## config.mk

```make
export PLATFORM = sky130hd
export DESIGN_NAME = ipv4_acl_entry_match
export DESIGN_NICKNAME = d
export VERILOG_FILES = /design/src/core/ipv4_acl_pkg.sv /design/src/core/ipv4_acl_entry_match.sv /design/src/core/addr_match.sv
export SDC_FILE = /design/constraint.sdc
export NUM_CORES = 1
export LEC_CHECK = 0
export ABC_CLOCK_PERIOD_IN_PS = 3900
export BUFFER_PORTS_ARGS = -buffer_cell sky130_fd_sc_hd__buf_2
export CORE_ASPECT_RATIO = 1.5
export CORE_MARGIN = 2
export CORE_UTILIZATION = 25
export DETAILED_ROUTE_END_ITERATION = 8
export SLEW_MARGIN = 20
export SYNTH_ARGS = -nofsm -noshare
export SYNTH_HDL_FRONTEND = slang
export SYNTH_SLANG_ARGS = --single-unit
export TNS_END_PERCENT = 5
```

## constraint.sdc

```tcl
create_clock -name pclk -period 3.9 [get_ports pclk]
set_input_delay 0.585 -clock pclk [delete_from_list [all_inputs] [get_ports pclk]]
set_output_delay 0.585 -clock pclk [all_outputs]
set_load 0.1 [all_outputs]
```

## src/core/ipv4_acl_pkg.sv

```systemverilog
// constants, field layout and helper functions of the ipv4 access-control entry matcher
package ipv4_acl_pkg;

	localparam int ADDR_W = 8;
	localparam int DATA_W = 32;

	////////////////////////////////////////////////////////////////////////////////
	// register offsets (byte addresses)
	localparam logic [7:0] CTRL_OFF      = 8'h00;
	localparam logic [7:0] PROTO_OFF     = 8'h04;
	localparam logic [7:0] SRC_ADDR_OFF  = 8'h08;
	localparam logic [7:0] SRC_MASK_OFF  = 8'h0c;
	localparam logic [7:0] DST_ADDR_OFF  = 8'h10;
	localparam logic [7:0] DST_MASK_OFF  = 8'h14;
	localparam logic [7:0] STATUS_OFF    = 8'h18;
	localparam logic [7:0] HIT_COUNT_OFF = 8'h1c;

	////////////////////////////////////////////////////////////////////////////////
	// reset values and writable bits
	localparam logic [31:0] CTRL_RST   = 32'h0000_0000;
	localparam logic [31:0] CTRL_WMASK = 32'h0033_3f73;
	localparam logic [31:0] PROTO_WMASK = 32'h0000_00ff;
	localparam logic [31:0] WORD_RST   = 32'h0000_0000;
	localparam logic [31:0] COUNT_ONE  = 32'h0000_0001;

	////////////////////////////////////////////////////////////////////////////////
	// control field positions
	localparam int FT_LSB   = 0;
	localparam int PC_LSB   = 4;
	localparam int TTL_LSB  = 8;
	localparam int FRAG_LSB = 10;
	localparam int OPT_LSB  = 12;
	localparam int SRC_LSB  = 16;
	localparam int DST_LSB  = 20;

	// frame type of the entry
	localparam logic [1:0] FT_ANY  = 2'h0;
	localparam logic [1:0] FT_IPV4 = 2'h1;

	// protocol criterion
	localparam logic [2:0] PC_ANY      = 3'h0;
	localparam logic [2:0] PC_SPECIFIC = 3'h1;
	localparam logic [2:0] PC_ICMP     = 3'h2;
	localparam logic [2:0] PC_UDP      = 3'h3;
	localparam logic [2:0] PC_TCP      = 3'h4;

	// three-way criterion: ttl uses no as zero and yes as non-zero
	localparam logic [1:0] TRI_ANY = 2'h0;
	localparam logic [1:0] TRI_NO  = 2'h1;
	localparam logic [1:0] TRI_YES = 2'h2;

	// address criterion
	localparam logic [1:0] AC_ANY  = 2'h0;
	localparam logic [1:0] AC_HOST = 2'h1;
	localparam logic [1:0] AC_NET  = 2'h2;

	// protocol numbers and header length limit
	localparam logic [7:0] PROTO_ICMP  = 8'h01;
	localparam logic [7:0] PROTO_TCP   = 8'h06;
	localparam logic [7:0] PROTO_UDP   = 8'h11;
	localparam logic [3:0] BASE_HDR_WORDS = 4'h5;

	////////////////////////////////////////////////////////////////////////////////
	// reserved codes never hit
	function automatic logic tri_ok(input logic [1:0] crit, input logic flag);
		case (crit)
			TRI_ANY: tri_ok = 1'b1;
			TRI_NO:  tri_ok = !flag;
			TRI_YES: tri_ok = flag;
			default: tri_ok = 1'b0;
		endcase
	endfunction : tri_ok

	function automatic logic [31:0] apply_strb(input logic [31:0] old_val,
		input logic [31:0] new_val, input logic [3:0] strb);
		logic [31:0] res;
		res = old_val;
		for (int i = 0; i < 4; i++)
		begin
			if (strb[i])
				res[i*8 +: 8] = new_val[i*8 +: 8];
		end
		apply_strb = res;
	endfunction : apply_strb

endpackage : ipv4_acl_pkg

```

## src/core/ipv4_acl_entry_match.sv

```systemverilog
// ipv4 header match of one access-control entry, configured over apb
//
// How it works
// - ipv4 criteria count only when the entry frame type selects ipv4
// - protocol criterion any ignores the protocol field
// - protocol specific hits only when protocol equals the stored 8-bit value
// - icmp, udp and tcp choices restrict hits to that protocol
// - ttl zero rejects frames with ttl above zero; any ignores ttl
// - ttl non-zero lets frames with ttl above zero hit
// - fragment no rejects frames with more-fragments or nonzero offset
// - fragment yes lets fragmented frames hit; any ignores fragmentation
// - options no rejects frames carrying header options
// - options yes lets frames with options hit; any ignores options
// - source any ignores the source address
// - source host needs the source address equal to the stored one
// - source network compares only bits set in the source mask
// - destination any ignores the destination address
// - destination host needs an exact destination address match
// - destination network compares only bits set in the destination mask
module ipv4_acl_entry_match
	import ipv4_acl_pkg::*;
(
	input  wire logic              pclk,
	input  wire logic              presetn,
	input  wire logic              psel,
	input  wire logic              penable,
	input  wire logic              pwrite,
	input  wire logic [ADDR_W-1:0] paddr,
	input  wire logic [DATA_W-1:0] pwdata,
	input  wire logic [3:0]        pstrb,
	output logic      [DATA_W-1:0] prdata,
	output logic                   pready,
	output logic                   pslverr,
	input  wire logic              frm_valid,
	input  wire logic              frm_is_ipv4,
	input  wire logic [7:0]        frm_protocol,
	input  wire logic [7:0]        frm_ttl,
	input  wire logic              frm_more_frag,
	input  wire logic [12:0]       frm_frag_offset,
	input  wire logic [3:0]        frm_hdr_len,
	input  wire logic [31:0]       frm_source_address,
	input  wire logic [31:0]       frm_destination_address,
	output logic                   hit_valid,
	output logic                   hit
);

	////////////////////////////////////////////////////////////////////////////////
	// configuration and status storage
	logic [31:0] ctrl_ff;
	logic [31:0] proto_ff;
	logic [31:0] source_address_ff;
	logic [31:0] source_mask_ff;
	logic [31:0] destination_address_ff;
	logic [31:0] destination_mask_ff;
	logic [31:0] hit_count_ff;
	logic [31:0] prdata_ff;
	logic        hit_valid_ff;
	logic        hit_ff;
	logic        last_ipv4_ff;
	logic        seen_ff;

	////////////////////////////////////////////////////////////////////////////////
	// apb decode
	wire logic        setup_ph;
	wire logic        access_ph;
	wire logic        addr_hit;
	wire logic        wr_en;
	wire logic        wr_ctrl;
	wire logic        wr_proto;
	wire logic        wr_sa;
	wire logic        wr_sm;
	wire logic        wr_da;
	wire logic        wr_dm;
	wire logic        wr_cnt;
	wire logic [31:0] status_word;
	wire logic [31:0] nxt_prdata;

	assign setup_ph  = psel && !penable;
	assign access_ph = psel && penable;
	assign addr_hit  = (paddr == CTRL_OFF) || (paddr == PROTO_OFF) ||
	                   (paddr == SRC_ADDR_OFF) || (paddr == SRC_MASK_OFF) ||
	                   (paddr == DST_ADDR_OFF) || (paddr == DST_MASK_OFF) ||
	                   (paddr == STATUS_OFF) || (paddr == HIT_COUNT_OFF);
	assign wr_en    = access_ph && pwrite && addr_hit;
	assign wr_ctrl  = wr_en && (paddr == CTRL_OFF);
	assign wr_proto = wr_en && (paddr == PROTO_OFF);
	assign wr_sa    = wr_en && (paddr == SRC_ADDR_OFF);
	assign wr_sm    = wr_en && (paddr == SRC_MASK_OFF);
	assign wr_da    = wr_en && (paddr == DST_ADDR_OFF);
	assign wr_dm    = wr_en && (paddr == DST_MASK_OFF);
	assign wr_cnt   = wr_en && (paddr == HIT_COUNT_OFF);

	// zero wait states; unmapped addresses answer with an error
	assign pready  = 1'b1;
	assign pslverr = access_ph && !addr_hit;
	assign prdata  = prdata_ff;
	assign status_word = {29'h0000_0000, last_ipv4_ff, seen_ff, hit_ff};
	assign nxt_prdata = (paddr == CTRL_OFF)      ? ctrl_ff :
	                    (paddr == PROTO_OFF)     ? proto_ff :
	                    (paddr == SRC_ADDR_OFF)  ? source_address_ff :
	                    (paddr == SRC_MASK_OFF)  ? source_mask_ff :
	                    (paddr == DST_ADDR_OFF)  ? destination_address_ff :
	                    (paddr == DST_MASK_OFF)  ? destination_mask_ff :
	                    (paddr == STATUS_OFF)    ? status_word :
	                    (paddr == HIT_COUNT_OFF) ? hit_count_ff : WORD_RST;

	////////////////////////////////////////////////////////////////////////////////
	// configuration fields
	wire logic [1:0] frame_type;
	wire logic [2:0] proto_crit;
	wire logic [1:0] time_to_live_criterion;
	wire logic [1:0] frag_crit;
	wire logic [1:0] opt_crit;
	wire logic [1:0] source_crit;
	wire logic [1:0] destination_crit;
	wire logic [7:0] proto_value;

	assign frame_type             = ctrl_ff[FT_LSB +: 2];
	assign proto_crit             = ctrl_ff[PC_LSB +: 3];
	assign time_to_live_criterion = ctrl_ff[TTL_LSB +: 2];
	assign frag_crit              = ctrl_ff[FRAG_LSB +: 2];
	assign opt_crit               = ctrl_ff[OPT_LSB +: 2];
	assign source_crit            = ctrl_ff[SRC_LSB +: 2];
	assign destination_crit       = ctrl_ff[DST_LSB +: 2];
	assign proto_value            = proto_ff[7:0];

	////////////////////////////////////////////////////////////////////////////////
	// per-field results
	wire logic ttl_above_zero;
	wire logic is_fragment;
	wire logic has_options;
	wire logic proto_ok;
	wire logic ttl_ok;
	wire logic frag_ok;
	wire logic opt_ok;
	wire logic source_ok;
	wire logic destination_ok;
	wire logic fields_ok;
	wire logic ipv4_entry;
	wire logic nxt_hit;

	assign ttl_above_zero = (frm_ttl != 8'h00);
	assign is_fragment    = frm_more_frag || (frm_frag_offset != 13'h0000);
	assign has_options    = (frm_hdr_len > BASE_HDR_WORDS);

	assign proto_ok = (proto_crit == PC_ANY)      ? 1'b1 :
	                  (proto_crit == PC_SPECIFIC) ? (frm_protocol == proto_value) :
	                  (proto_crit == PC_ICMP)     ? (frm_protocol == PROTO_ICMP) :
	                  (proto_crit == PC_UDP)      ? (frm_protocol == PROTO_UDP) :
	                  (proto_crit == PC_TCP)      ? (frm_protocol == PROTO_TCP) : 1'b0;
	assign ttl_ok  = tri_ok(time_to_live_criterion, ttl_above_zero);
	assign frag_ok = tri_ok(frag_crit, is_fragment);
	assign opt_ok  = tri_ok(opt_crit, has_options);
	addr_match u_source_match (
		.crit     (source_crit),
		.cfg_addr (source_address_ff),
		.cfg_mask (source_mask_ff),
		.frm_addr (frm_source_address),
		.match    (source_ok)
	);

	addr_match u_destination_match (
		.crit     (destination_crit),
		.cfg_addr (destination_address_ff),
		.cfg_mask (destination_mask_ff),
		.frm_addr (frm_destination_address),
		.match    (destination_ok)
	);
	assign fields_ok = proto_ok && ttl_ok && frag_ok && opt_ok && source_ok && destination_ok;
	// ipv4 criteria gated by frame type
	assign ipv4_entry = (frame_type == FT_IPV4);
	assign nxt_hit    = ipv4_entry ? (frm_is_ipv4 && fields_ok) : 1'b1;

	////////////////////////////////////////////////////////////////////////////////
	// registers
	always_ff @(posedge pclk or negedge presetn)
	begin
		if (!presetn)
		begin
			ctrl_ff                <= CTRL_RST;
			proto_ff               <= WORD_RST;
			source_address_ff      <= WORD_RST;
			source_mask_ff         <= WORD_RST;
			destination_address_ff <= WORD_RST;
			destination_mask_ff    <= WORD_RST;
		end
		else
		begin
			if (wr_ctrl)
				ctrl_ff <= apply_strb(ctrl_ff, pwdata, pstrb) & CTRL_WMASK;
			if (wr_proto)
				proto_ff <= apply_strb(proto_ff, pwdata, pstrb) & PROTO_WMASK;
			if (wr_sa)
				source_address_ff <= apply_strb(source_address_ff, pwdata, pstrb);
			if (wr_sm)
				source_mask_ff <= apply_strb(source_mask_ff, pwdata, pstrb);
			if (wr_da)
				destination_address_ff <= apply_strb(destination_address_ff, pwdata, pstrb);
			if (wr_dm)
				destination_mask_ff <= apply_strb(destination_mask_ff, pwdata, pstrb);
		end
	end

	// read data captured in the setup cycle so it is a flop output in the access cycle
	always_ff @(posedge pclk or negedge presetn)
	begin
		if (!presetn)
			prdata_ff <= WORD_RST;
		else if (setup_ph)
			prdata_ff <= nxt_prdata;
	end

	// a hit in the clearing cycle still counts: the set wins over the clear
	always_ff @(posedge pclk or negedge presetn)
	begin
		if (!presetn)
			hit_count_ff <= WORD_RST;
		else if (wr_cnt)
			hit_count_ff <= (frm_valid && nxt_hit) ? COUNT_ONE : WORD_RST;
		else if (frm_valid && nxt_hit)
			hit_count_ff <= hit_count_ff + COUNT_ONE;
	end

	// result stands until the next frame
	always_ff @(posedge pclk or negedge presetn)
	begin
		if (!presetn)
		begin
			hit_valid_ff <= 1'b0;
			hit_ff       <= 1'b0;
			last_ipv4_ff <= 1'b0;
			seen_ff      <= 1'b0;
		end
		else
		begin
			hit_valid_ff <= frm_valid;
			if (frm_valid)
			begin
				hit_ff       <= nxt_hit;
				last_ipv4_ff <= frm_is_ipv4;
				seen_ff      <= 1'b1;
			end
		end
	end
	assign hit_valid = hit_valid_ff;
	assign hit       = hit_ff;

	////////////////////////////////////////////////////////////////////////////////
	// assertions
	non_ipv4_pass_a: assert property (
		@(posedge pclk) disable iff (!presetn)
		frm_valid && (frame_type != FT_IPV4) |=> hit_valid && hit)
		else $error("entry not typed ipv4 must pass every frame");
	ipv4_type_need_a: assert property (
		@(posedge pclk) disable iff (!presetn)
		frm_valid && ipv4_entry && !frm_is_ipv4 |=> !hit)
		else $error("non-ipv4 frame hit an ipv4 entry");

	proto_any_a: assert property (
		@(posedge pclk) disable iff (!presetn)
		frm_valid && ipv4_entry && frm_is_ipv4 && (proto_crit == PC_ANY) &&
		ttl_ok && frag_ok && opt_ok && source_ok && destination_ok |=> hit)
		else $error("protocol any blocked a hit");

	proto_value_a: assert property (
		@(posedge pclk) disable iff (!presetn)
		frm_valid && ipv4_entry && (proto_crit == PC_SPECIFIC) &&
		(frm_protocol != proto_ff[7:0]) |=> !hit)
		else $error("specific protocol mismatch still hit");

	proto_named_a: assert property (
		@(posedge pclk) disable iff (!presetn)
		frm_valid && ipv4_entry && (proto_crit == PC_UDP) &&
		(frm_protocol != 8'h11) |=> !hit)
		else $error("udp entry hit a non-udp frame");

	proto_numbers_a: assert property (
		@(posedge pclk) disable iff (!presetn)
		frm_valid && ((proto_crit == PC_ICMP && frm_protocol == 8'h01) ||
		(proto_crit == PC_TCP && frm_protocol == 8'h06)) |-> proto_ok)
		else $error("icmp or tcp number not recognised");

	ttl_zero_a: assert property (
		@(posedge pclk) disable iff (!presetn)
		frm_valid && ipv4_entry && (time_to_live_criterion == TRI_NO) &&
		(frm_ttl > 8'h00) |=> hit_valid && !hit)
		else $error("ttl zero entry hit a frame with ttl above zero");
	ttl_nonzero_a: assert property (
		@(posedge pclk) disable iff (!presetn)
		frm_valid && (time_to_live_criterion == TRI_YES) |-> (ttl_ok == (frm_ttl != 8'h00)))
		else $error("ttl non-zero result wrong");

	frag_no_a: assert property (
		@(posedge pclk) disable iff (!presetn)
		frm_valid && ipv4_entry && (frag_crit == TRI_NO) &&
		(frm_more_frag || frm_frag_offset != 13'h0000) |=> !hit)
		else $error("fragment no entry hit a fragment");
	frag_yes_a: assert property (
		@(posedge pclk) disable iff (!presetn)
		frm_valid && (frag_crit == TRI_YES) && !frm_more_frag &&
		(frm_frag_offset == 13'h0000) |-> !frag_ok)
		else $error("fragment yes accepted a whole frame");

	opt_no_a: assert property (
		@(posedge pclk) disable iff (!presetn)
		frm_valid && ipv4_entry && (opt_crit == TRI_NO) && (frm_hdr_len > 4'h5) |=> !hit)
		else $error("options no entry hit a frame with options");
	opt_yes_a: assert property (
		@(posedge pclk) disable iff (!presetn)
		frm_valid && (opt_crit == TRI_YES) |-> (opt_ok == (frm_hdr_len > 4'h5)))
		else $error("options yes result wrong");

	source_any_a: assert property (
		@(posedge pclk) disable iff (!presetn)
		frm_valid && (source_crit == AC_ANY) |-> source_ok)
		else $error("source any rejected a frame");

	source_host_a: assert property (
		@(posedge pclk) disable iff (!presetn)
		frm_valid && ipv4_entry && (source_crit == AC_HOST) &&
		(frm_source_address != source_address_ff) |=> !hit)
		else $error("source host mismatch still hit");
	source_net_a: assert property (
		@(posedge pclk) disable iff (!presetn)
		frm_valid && (source_crit == AC_NET) |->
		(source_ok == (((frm_source_address ^ source_address_ff) & source_mask_ff) == 0)))
		else $error("source network compare wrong");

	dest_any_a: assert property (
		@(posedge pclk) disable iff (!presetn)
		frm_valid && (destination_crit == AC_ANY) |-> destination_ok)
		else $error("destination any rejected a frame");

	dest_host_a: assert property (
		@(posedge pclk) disable iff (!presetn)
		frm_valid && ipv4_entry && (destination_crit == AC_HOST) &&
		(frm_destination_address != destination_address_ff) |=> !hit)
		else $error("destination host mismatch still hit");
	dest_net_a: assert property (
		@(posedge pclk) disable iff (!presetn)
		frm_valid && (destination_crit == AC_NET) |-> (destination_ok ==
		(((frm_destination_address ^ destination_address_ff) & destination_mask_ff) == 0)))
		else $error("destination network compare wrong");

	all_fields_a: assert property (
		@(posedge pclk) disable iff (!presetn)
		frm_valid && ipv4_entry |=> (hit == $past(frm_is_ipv4 && proto_ok && ttl_ok &&
		frag_ok && opt_ok && source_ok && destination_ok)))
		else $error("hit is not the and of all fields");

	hit_stands_a: assert property (
		@(posedge pclk) disable iff (!presetn)
		!frm_valid |=> !hit_valid && $stable(hit))
		else $error("result changed without a frame");

endmodule : ipv4_acl_entry_match

```

## src/core/addr_match.sv

```systemverilog
// one address criterion: any, exact host or masked network compare
module addr_match
	import ipv4_acl_pkg::*;
(
	input  wire logic [1:0]  crit,
	input  wire logic [31:0] cfg_addr,
	input  wire logic [31:0] cfg_mask,
	input  wire logic [31:0] frm_addr,
	output logic             match
);

	wire logic [31:0] diff;
	wire logic        host_eq;
	wire logic        net_eq;

	assign diff    = cfg_addr ^ frm_addr;
	assign host_eq = (diff == 32'h0000_0000);
	// bits outside the mask never matter
	assign net_eq  = ((diff & cfg_mask) == 32'h0000_0000);

	assign match = (crit == AC_ANY)  ? 1'b1 :
	               (crit == AC_HOST) ? host_eq :
	               (crit == AC_NET)  ? net_eq : 1'b0;

endmodule : addr_match

```

==> flow_summary_export.csv, run 1 <==
group,metric,value,unit
setup_path,cp.arrival,3.70,ns
floorplanning,die_y,266,µm
setup_path,critical_path_class,"reg -> reg",
min_path,hold_class,"in -> async",
floorplanning,std_cell_rows,96,
finish,num_antenna_cells,0,
sta,period_needed,3.25,ns
detailed_routing,dr.pass1.iters,5,
finish,area_growth,22.4,%
yosys,postSynthCellCount,1022,
detailed_routing,first_iter_violations,548,
power,ir_drop,0.000212,V
placement,hpwl,34700,µm
grt,track_usage,0.182,
sta,fin_crit_sh,0.835,
yosys,ys_seq_area_frac,0.478,
floorplanning,dieArea,0.0476,mm²
setup_path,worstPathMaxFanout,20,
power,p_leak,6.51,nW
yosys,synth-edff-count,0,
yosys,syn-cell-area,0.0115,mm²
sta,tns,0,ns
sta,setup_viol,0,
finish,final_cell_mix,"dfrtp_1, mux2_2, buf_2",
sta,rsz0062_at_grt,"no",
clock_tree,cts_tree,"done",
detailed_routing,vias,9354,
detailed_routing,post-route-drc-count,0,
clock_tree,clkTransAtPathRegs,0.07,ns
clock_tree,ctsHoldBuffers,0,
sta,drv_slew,0,
finish,final_layout_size_suffix_gt1_frac,0.364,
clock_tree,cts_num_sinks,219,
yosys,yosysUniqueCellTypes,55,
yosys,ys_async_sr_fraction,1.00,
floorplanning,core-area,0.0455,mm²
yosys,synth_nets,1172,
yosys,synthFlopType,"dfrtp_1",
clock_tree,cts_buffer_depth,3,
placement,gp_congestion,0.933,
finish,final_common_cell,"dfrtp_1",
sta,clock.fmax,307,MHz
sta,holdWs,0.0489,ns
setup_path,cp.required,4.34,ns
grt,antenna_found_initial,1,
grt,grt_max_degree,89,
grt,grt_pass1_wl,63000,µm
yosys,ys_seq_elements,219,
setup_path,crit_slowest_cell,"or4_1",
detailed_routing,final_antenna_net_count,0,
finish,fin_nets,1373,
power,finalPower,0.00515,W
grt,grt.overflow.total,0,
setup_path,crit_chain,"xor2_1 > a22o_1 > a221oi_1 > nand4_1 > or3_4 > a221oi_4 > o211ai_1 > buf_12 > or4_1 > a21oi_1",
clock_tree,htree_num_levels,1,
clock_tree,numCtsBuffers,21,
setup_path,regToRegSetupSlack,0.65,ns
run_status,status,"finished, final reports clean",
yosys,yosysWarnings,0,
detailed_routing,postRouteWirelength,43600,µm
floorplanning,fp.dieW,179,µm
clock_tree,cts_root_buffer,"clkbuf_16",
floorplanning,start_util,0.252,
setup_path,max_stage_delay,0.47,ns
yosys,synth_area_per_cell,11.2,µm²
floorplanning,io_pins,185,
setup_path,startpoint_type,"flip-flop",
clock_tree,clock_latency,0.52,ns
grt,grt_pass1_vias,9602,
placement,io_buffers,182,
sta,finalHoldViolCount,0,
setup_path,end_kind,"flip-flop",
detailed_routing,post_drt_wl_per_cell,23.9,µm
flow_run,drv_cap,0,
sta,worst_pin_slew,0.945,ns
clock_tree,cts_repair_resize_count,0,
sta,clock_skew,0.0124,ns
power,p_per_area,367,mW/mm²
sta,relSlewSlack,0.365,
clock_tree,post_cts_buffers,0,
detailed_routing,via_per_inst,5.13,
[where the power goes]
| group | switching (W) | leakage [nW] | internal (W) |
|---|---|---|---|
| combinational | 0.000362 | 3.15 | 0.000202 |
| sequential | 0.0000743 | 3.01 | 0.00231 |
| clock | 0.000944 | 0.343 | 0.00125 |
| total | 0.00138 | 6.51 | 0.00377 |
[state kept, by name, summed over array words and instances (netlist names)]
signal,cells
hit,1
destination_mask_ff,32
prdata,32
source_mask_ff,32
hit_valid,1
destination_address_ff,32
proto_ff,8
hit_count_ff,32
seen_ff,1
ctrl_ff,15
last_ipv4_ff,1
source_address_ff,32
[Yosys cell counts, drive strengths merged, types with 2 or more instances]
cell,number,area share
mux4,3,0.0059
nand4,17,0.0093
and4,3,0.0023
and3,6,0.0033
nand3,31,0.014
nor2b,3,0.0016
o2111ai,3,0.0023
and2,4,0.0022
nand2,76,0.025
a21boi,2,0.0013
o21ai,60,0.026
o211ai,12,0.0079
xnor2,13,0.0099
o31ai,4,0.0026
o22ai,6,0.0033
a21oi,27,0.012
or4,7,0.0046
o221ai,4,0.0031
nor2,33,0.011
nor3,14,0.0061
or3,15,0.0086
a32o,2,0.0017
a222oi,2,0.0017
inv,17,0.0056
o41ai,2,0.0015
dfrtp,219,0.48
a22oi,31,0.020
nor4,22,0.012
clkbuf,28,0.0092
a221oi,17,0.017
mux2i,26,0.023
a221o,2,0.0017
nand2b,10,0.0055
a2bb2oi,3,0.0023
mux2,181,0.18
o22a,12,0.0092
o21a,8,0.0052
xor2,63,0.048
buf,15,0.0055
a22o,11,0.0084
[through the flow]
step | util | instances | setup slack [ns] | area, µm²
floorplan | - | 1022 | 0.972 | 11500
global placement | 0.293 | 1788 | 0.361 | 13300
detailed placement | 0.293 | 1788 | 0.339 | 13300
CTS | 0.308 | 1825 | 0.651 | 14000
global route | 0.308 | 1825 | 0.522 | 14000
finish | 0.308 | 1825 | 0.645 | 14000
[logic make-up after synthesis]
kind of cell | Yosys count | synth area share
XOR/XNOR | 76 | 0.0580
buffers and inverters | 61 | 0.0205
flip-flops | 219 | 0.478
AND/OR/NAND/NOR | 245 | 0.108
other | 1 | 0.000327
adder cells (fa/ha/maj) | 1 | 0.00109
multiplexers | 210 | 0.206
AO/OA/AOI/OAI | 209 | 0.128
[worst paths after layout]
check,depth (start not counted),startpoint,end
max,10,destination_address_ff[19]$_DFFE_PN0P_,hit_count_ff[26]$_DFFE_PN0P_
min,1,presetn,ctrl_ff[6]$_DFFE_PN0P_
max reg2reg,10,destination_address_ff[19]$_DFFE_PN0P_,hit_count_ff[26]$_DFFE_PN0P_
min reg2reg,1,seen_ff$_DFFE_PN0P_,seen_ff$_DFFE_PN0P_
max in group asynchronous,2,presetn,destination_address_ff[28]$_DFFE_PN0P_
min in group pclk,1,frm_valid,hit_valid$_DFF_PN0_
[area by class of cell]
class | count | area, µm²
clock buffer | 27 | 578
clock inverter | 10 | 136
fill | 4660 | 31500
inverter | 18 | 67.6
multi-input combinational | 742 | 5760
sequential | 219 | 5480
tap | 588 | 736
timing repair buffer | 221 | 1280
[worst max-delay path: cells and delay by family, from the launching register on]
family | cells | cell delay (ns)
AO/OA/AOI/OAI | 5 | 1.38
flip-flops | 1 | 0.41
AND/OR/NAND/NOR | 3 | 0.98
buffers and inverters | 1 | 0.19
XOR/XNOR | 1 | 0.22
[per-layer routing]
metal,vias up,GRT usage,part of all wire
li1,4230,-,-
met3,97,0.0198,0.044
met1,4718,0.204,0.37
met5,-,0,0.00025
met4,2,0.105,0.061
met2,307,0.328,0.52
No activity file was read; power rests on OpenSTA's default activity.
==> inputs of run 2 (changes only) <==
ABC_CLOCK_PERIOD_IN_PS = 2930   (was 3900)
clock period = 2.93 ns   (was 3.9 ns; I/O delays follow)
==> flow_summary_export.csv, run 2 (same netlist as run 1, synthesis figures left out) <==
group,metric,value,unit
detailed_routing,wl_met2,23400,µm
clock_tree,cts_buffer_depth,3,
clock_tree,cts_num_sinks,219,
finish,area_growth,29.0,%
floorplanning,core-area,0.0455,mm²
setup_path,crit_chain,"xor2_1 > a22o_1 > a221oi_2 > nand4_1 > or3_4 > a221oi_4 > o211ai_1 > buf_4 > or4_4 > a21oi_2",
grt,track_usage,0.187,
floorplanning,io_pins,185,
sta,clock.fmax,332,MHz
setup_path,worstPathMaxFanout,7,
sta,fin_crit_sh,1.03,
detailed_routing,final_antenna_net_count,0,
power,power_frac_comb,0.121,
clock_tree,clock_latency,0.53,ns
setup_path,regToRegSetupSlack,-0.09,ns
grt,antenna_found_initial,3,
clock_tree,cts_root_buffer,"clkbuf_16",
setup_path,end_kind,"flip-flop",
power,seq_power_share,0.451,
sta,setup_viol,6,
power,switching_share,0.266,
floorplanning,fp.dieW,179,µm
sta,clock_skew,0.0116,ns
sta,drv_slew,0,
setup_path,crit_slowest_cell,"or4_4",
detailed_routing,vias,9702,
detailed_routing,top_layer,"met5",
run_status,violations,"setup timing",
power,internal_power,0.00515,W
run_status,status,"complete, but fails checks",
finish,final_layout_size_suffix_gt1_frac,0.413,
sta,relSlewSlack,0.563,
sta,setup_ws,-0.0852,ns
flow_run,drv_cap,0,
grt,grt_pass1_vias,10300,
finish,fin_nets,1461,
floorplanning,die_y,266,µm
grt,grt_max_degree,82,
finish,final_common_cell,"dfrtp_1",
power,p_leak,6.98,nW
power,p_clk_frac,0.428,
grt,grt.overflow.total,0,
detailed_routing,post_drt_wl_per_cell,23.3,µm
setup_path,startpoint_type,"flip-flop",
setup_path,cp.required,3.38,ns
detailed_routing,postRouteWirelength,44600,µm
finish,instances_no_fill,1917,
placement,dpl.cell_count,1868,
detailed_routing,first_iter_violations,530,
setup_path,cp.arrival,3.47,ns
sta,rsz0062_at_grt,"yes",
placement,hpwl,35800,µm
power,p_per_area,475,mW/mm²
power,finalPower,0.00702,W
detailed_routing,via_per_inst,5.06,
clock_tree,clkTransAtPathRegs,0.06,ns
clock_tree,numCtsBuffers,22,
setup_path,critical_path_class,"reg -> reg",
sta,period_needed,3.02,ns
detailed_routing,wl_met1,16500,µm
clock_tree,cts_tree,"done",
setup_path,max_stage_delay,0.49,ns
power,p_switching,0.00187,W
detailed_routing,dr.pass1.iters,5,
finish,fin_util,0.325,
floorplanning,dieArea,0.0476,mm²
finish,final_cell_mix,"dfrtp_1, buf_2, mux2_2",
sta,worst_pin_slew,0.656,ns
floorplanning,start_util,0.252,
sta,finalHoldViolCount,0,
detailed_routing,post-route-drc-count,0,
clock_tree,htree_num_levels,1,
floorplanning,std_cell_rows,96,
placement,io_buffers,182,
detailed_routing,dr_wl_met3,2020,µm
min_path,hold_class,"in -> reg",
grt,grt_pass1_wl,64900,µm
power,ir_drop,0.000320,V
placement,gp_congestion,0.922,
==> run 2: changes by cell type in the layout (fill, tap and decap cells not counted), sizes merged <==
cell,change
buf,+86
clkbuf,+5
diode,+2
bufinv,-1
clkinvlp,-1
dlygate4sd3,+1
==> run 2: per-layer routing <==
metal | GRT usage | up-vias
li1 | - | 4394
met1 | 0.205 | 4872
met3 | 0.0220 | 99
met2 | 0.341 | 335
met4 | 0.107 | 2
met5 | 0 | -
==> run 2: power by group through the flow <==
stage	sequential (W)	clock, W	combinational, W
2_1_floorplan	0.00321	0	0.000340
3_3_place_gp	0.00322	0	0.000800
3_5_place_dp	0.00322	0	0.000810
4_1_cts	0.00317	0.00306	0.000841
5_1_grt	0.00318	0.00317	0.000915
6_report	0.00317	0.00301	0.000847
==> run 2: timing repair <==
action	CTS	global route
pin swaps	32	7
gates cloned	1	0
setup buffers	5	0
hold endpoints to repair	78	0
hold buffers	1	0
gates resized for setup	13	9
endpoints found under the setup margin	18	31
==> run 2: final cells by class <==
cell class	instances	area, µm²
Timing Repair Buffer	308	1930
Fill cell	4582	30700
Multi-Input combinational cell	742	5810
Tap cell	588	736
Sequential cell	219	5480
Clock buffer	32	659
Clock inverter	8	98.8
Inverter	18	67.6
Antenna cell	2	5.00
==> run 2: path summary, 6_finish.rpt <==
check | cells after the start | from | endpoint
worst min register to register | 1 | seen_ff$_DFFE_PN0P_ | seen_ff$_DFFE_PN0P_
min in group asynchronous | 2 | presetn | prdata[5]$_DFFE_PN0P_
worst min-delay path | 2 | frm_is_ipv4 | last_ipv4_ff$_DFFE_PN0P_
worst max-delay path | 10 | destination_address_ff[26]$_DFFE_PN0P_ | hit_count_ff[26]$_DFFE_PN0P_
worst max register to register | 10 | destination_address_ff[26]$_DFFE_PN0P_ | hit_count_ff[26]$_DFFE_PN0P_
max in group asynchronous | 3 | presetn | destination_address_ff[26]$_DFFE_PN0P_
==> run 2: critical path: cells and delay by family (launching register included) <==
family	cells	cell delay [ns]
buffers and inverters	1	0.22
AOI/OAI and AO/OA	5	1.11
xor gates and xnor gates	1	0.17
DFF	1	0.44
and+or+nand+nor	3	0.99
==> run 2: through the flow <==
stage / hold slack, ns / TNS (ns) / worst slack (ns) / area [µm²]
2_1_floorplan: 0.144 / 0 / 0.148 / 11500
3_3_place_gp: 0.452 / -5.02 / -0.322 / 13900
3_5_place_dp: 0.469 / -5.63 / -0.310 / 13900
4_1_cts: 0.201 / -0.761 / -0.105 / 14800
5_1_grt: 0.197 / -2.53 / -0.200 / 14800
6_report: 0.199 / -0.175 / -0.0852 / 14800
==> inputs of run 3 (changes only) <==
BUFFER_PORTS_ARGS = not set   (was -buffer_cell sky130_fd_sc_hd__buf_2)
DONT_BUFFER_PORTS = 1   (was not set)
SKIP_LAST_GASP = 1   (was not set)
==> flow_summary_export.csv, run 3 (same netlist as run 1, synthesis figures left out) <==
group,metric,value,unit
sta,relSlewSlack,0.315,
detailed_routing,post-route-drc-count,0,
finish,num_antenna_cells,0,
setup_path,max_stage_delay,0.41,ns
floorplanning,fp.dieW,179,µm
setup_path,crit_chain,"xor2_1 > a22o_1 > a221oi_2 > nand4_1 > or3_4 > a221oi_4 > o211ai_1 > buf_4 > buf_4 > or3_1 > a21oi_1",
grt,grt_max_degree,220,
floorplanning,start_util,0.252,
setup_path,critPathLaunch,"destination_address_ff[16]$_DFFE_PN0P_",
floorplanning,std_cell_rows,96,
placement,io_buffers,0,
setup_path,reg2reg_to,"hit_count_ff[22]$_DFFE_PN0P_",
setup_path,startpoint_type,"flip-flop",
clock_tree,cts_root_buffer,"clkbuf_16",
setup_path,cp.required,3.38,ns
finish,final_layout_size_suffix_gt1_frac,0.309,
detailed_routing,vias,9117,
clock_tree,cts_tree,"done",
clock_tree,post_cts_buffers,0,
power,p_leak,6.11,nW
detailed_routing,via_per_inst,5.32,
placement,gp_congestion,0.988,
flow_run,drv_cap,0,
clock_tree,clock_latency,0.53,ns
clock_tree,cts_num_sinks,219,
finish,fin_nets,1261,
finish,fin_util,0.301,
setup_path,cp.arrival,3.50,ns
grt,antenna_found_initial,0,
run_status,status,"complete, but fails checks",
floorplanning,dieArea,0.0476,mm²
finish,final_common_cell,"dfrtp_1",
setup_path,end_kind,"flip-flop",
setup_path,regToRegStartpoint,"destination_address_ff[16]$_DFFE_PN0P_",
sta,setup_viol,15,
power,p_per_area,496,mW/mm²
setup_path,r2r_cells,11,
placement,postPlaceCellArea,0.0129,mm²
setup_path,critical_path_class,"reg -> reg",
clock_tree,cts_buffer_depth,3,
detailed_routing,post_drt_wl_per_cell,25.7,µm
sta,setup_ws,-0.119,ns
detailed_routing,dr.pass1.iters,5,
detailed_routing,final_antenna_net_count,0,
setup_path,regToRegSetupSlack,-0.12,ns
finish,area_growth,19.5,%
clock_tree,clkTransAtPathRegs,0.07,ns
clock_tree,htree_num_levels,1,
sta,period_needed,3.05,ns
sta,clock_skew,0.0156,ns
power,ir_drop,0.000281,V
grt,grt_pass1_wl,63100,µm
grt,track_usage,0.183,
grt,grt_pass1_vias,9305,
run_status,violations,"hold timing, setup timing",
clock_tree,numCtsBuffers,22,
floorplanning,core-area,0.0455,mm²
setup_path,worstPathMaxFanout,9,
setup_path,endpoint,"hit_count_ff[22]$_DFFE_PN0P_",
sta,fin_crit_sh,1.04,
setup_path,cp_common_cell,"buf_4",
min_path,hold_class,"in -> async",
clock_tree,ctsHoldBuffers,1,
grt,grt.overflow.total,0,
sta,drv_slew,0,
sta,clock.fmax,328,MHz
floorplanning,die_y,266,µm
detailed_routing,postRouteWirelength,44100,µm
floorplanning,io_pins,185,
finish,final_cell_area,0.0137,mm²
detailed_routing,first_iter_violations,645,
power,finalPower,0.00679,W
finish,fillCellCount,4583,
finish,final_cell_mix,"dfrtp_1, mux2_2, buf_4",
placement,hpwl,34400,µm
sta,worst_pin_slew,1.03,ns
sta,finalHoldViolCount,219,
setup_path,crit_slowest_cell,"or3_4",
sta,rsz0062_at_grt,"yes",
sta,holdWs,-0.396,ns
[run 3: cell types whose count changed in the layout (fill, tap and decap cells not counted), moves of 2 or more]
cell | previous run | this run
inv_6 | 0 | 3
buf_4 | 114 | 106
buf_2 | 182 | 0
buf_12 | 3 | 1
clkbuf_8 | 5 | 3
buf_6 | 7 | 0
nor4_1 | 22 | 20
diode_2 | 2 | 0
nor4_2 | 0 | 2
[run 3: how the worst min path moves through the flow]
stage	startpoint	to	slack, ns	cells past startpoint
global route	presetn	prdata[6]$_DFFE_PN0P_	-0.40	0
floorplan	presetn	ctrl_ff[0]$_DFFE_PN0P_	0.14	0
finish	presetn	ctrl_ff[5]$_DFFE_PN0P_	-0.40	0
detailed placement	presetn	prdata[6]$_DFFE_PN0P_	0.15	0
CTS	presetn	prdata[6]$_DFFE_PN0P_	-0.41	0
global placement	presetn	prdata[6]$_DFFE_PN0P_	0.15	0
[run 3: through the flow]
step / hold WS, ns / TNS [ns] / worst slack [ns] / std cells
CTS: -0.405 / -0.347 / -0.0789 / 1715
finish: -0.396 / -0.747 / -0.119 / 1715
global route: -0.400 / -2.87 / -0.210 / 1715
global placement: 0.152 / -1.52 / -0.153 / 1674
floorplan: 0.144 / 0 / 0.148 / 1022
detailed placement: 0.151 / -2.35 / -0.188 / 1674
[run 3: what timing repair did]
action	4_1_cts	5_1_grt
pin swaps	2	9
endpoints found under the hold margin	220	219
resized for setup	4	6
setup endpoints to repair	23	29
[run 3: worst max-delay path, delay by kind of cell, from the launching register on]
kind | cells | cell delay [ns]
AO/OA/AOI/OAI | 5 | 1.17
AND/OR/NAND/NOR | 3 | 0.89
flip-flops | 1 | 0.39
buffers and inverters | 2 | 0.34
XOR/XNOR | 1 | 0.17
[run 3: cell type report]
class	instances	area, µm²	area share
Clock buffer	29	628	0.0458
Clock inverter	11	151	0.0110
Inverter	18	67.6	0.00493
Multi-Input combinational cell	742	5820	0.425
Sequential cell	219	5480	0.400
Tap cell	588	736	0.0537
Timing Repair Buffer	108	826	0.0602
[run 3: per-layer routing]
metal  wire (µm)  part of all wire  vias up  global-route usage
li1            -                 -     3990                   -
met1       15000              0.34     4645               0.189
met2       22800              0.52      374               0.331
met3        3460             0.078      108              0.0468
met4        2810             0.064        0               0.102
met5           0                 0        -                   0
[run 3: power by group]
part	switching [W]	leakage (nW)	total (W)	internal, W
Combinational	0.000272	2.72	0.000490	0.000218
Sequential	0.000113	3.01	0.00319	0.00308
Clock	0.00132	0.381	0.00311	0.00180
Total	0.00170	6.11	0.00679	0.00509
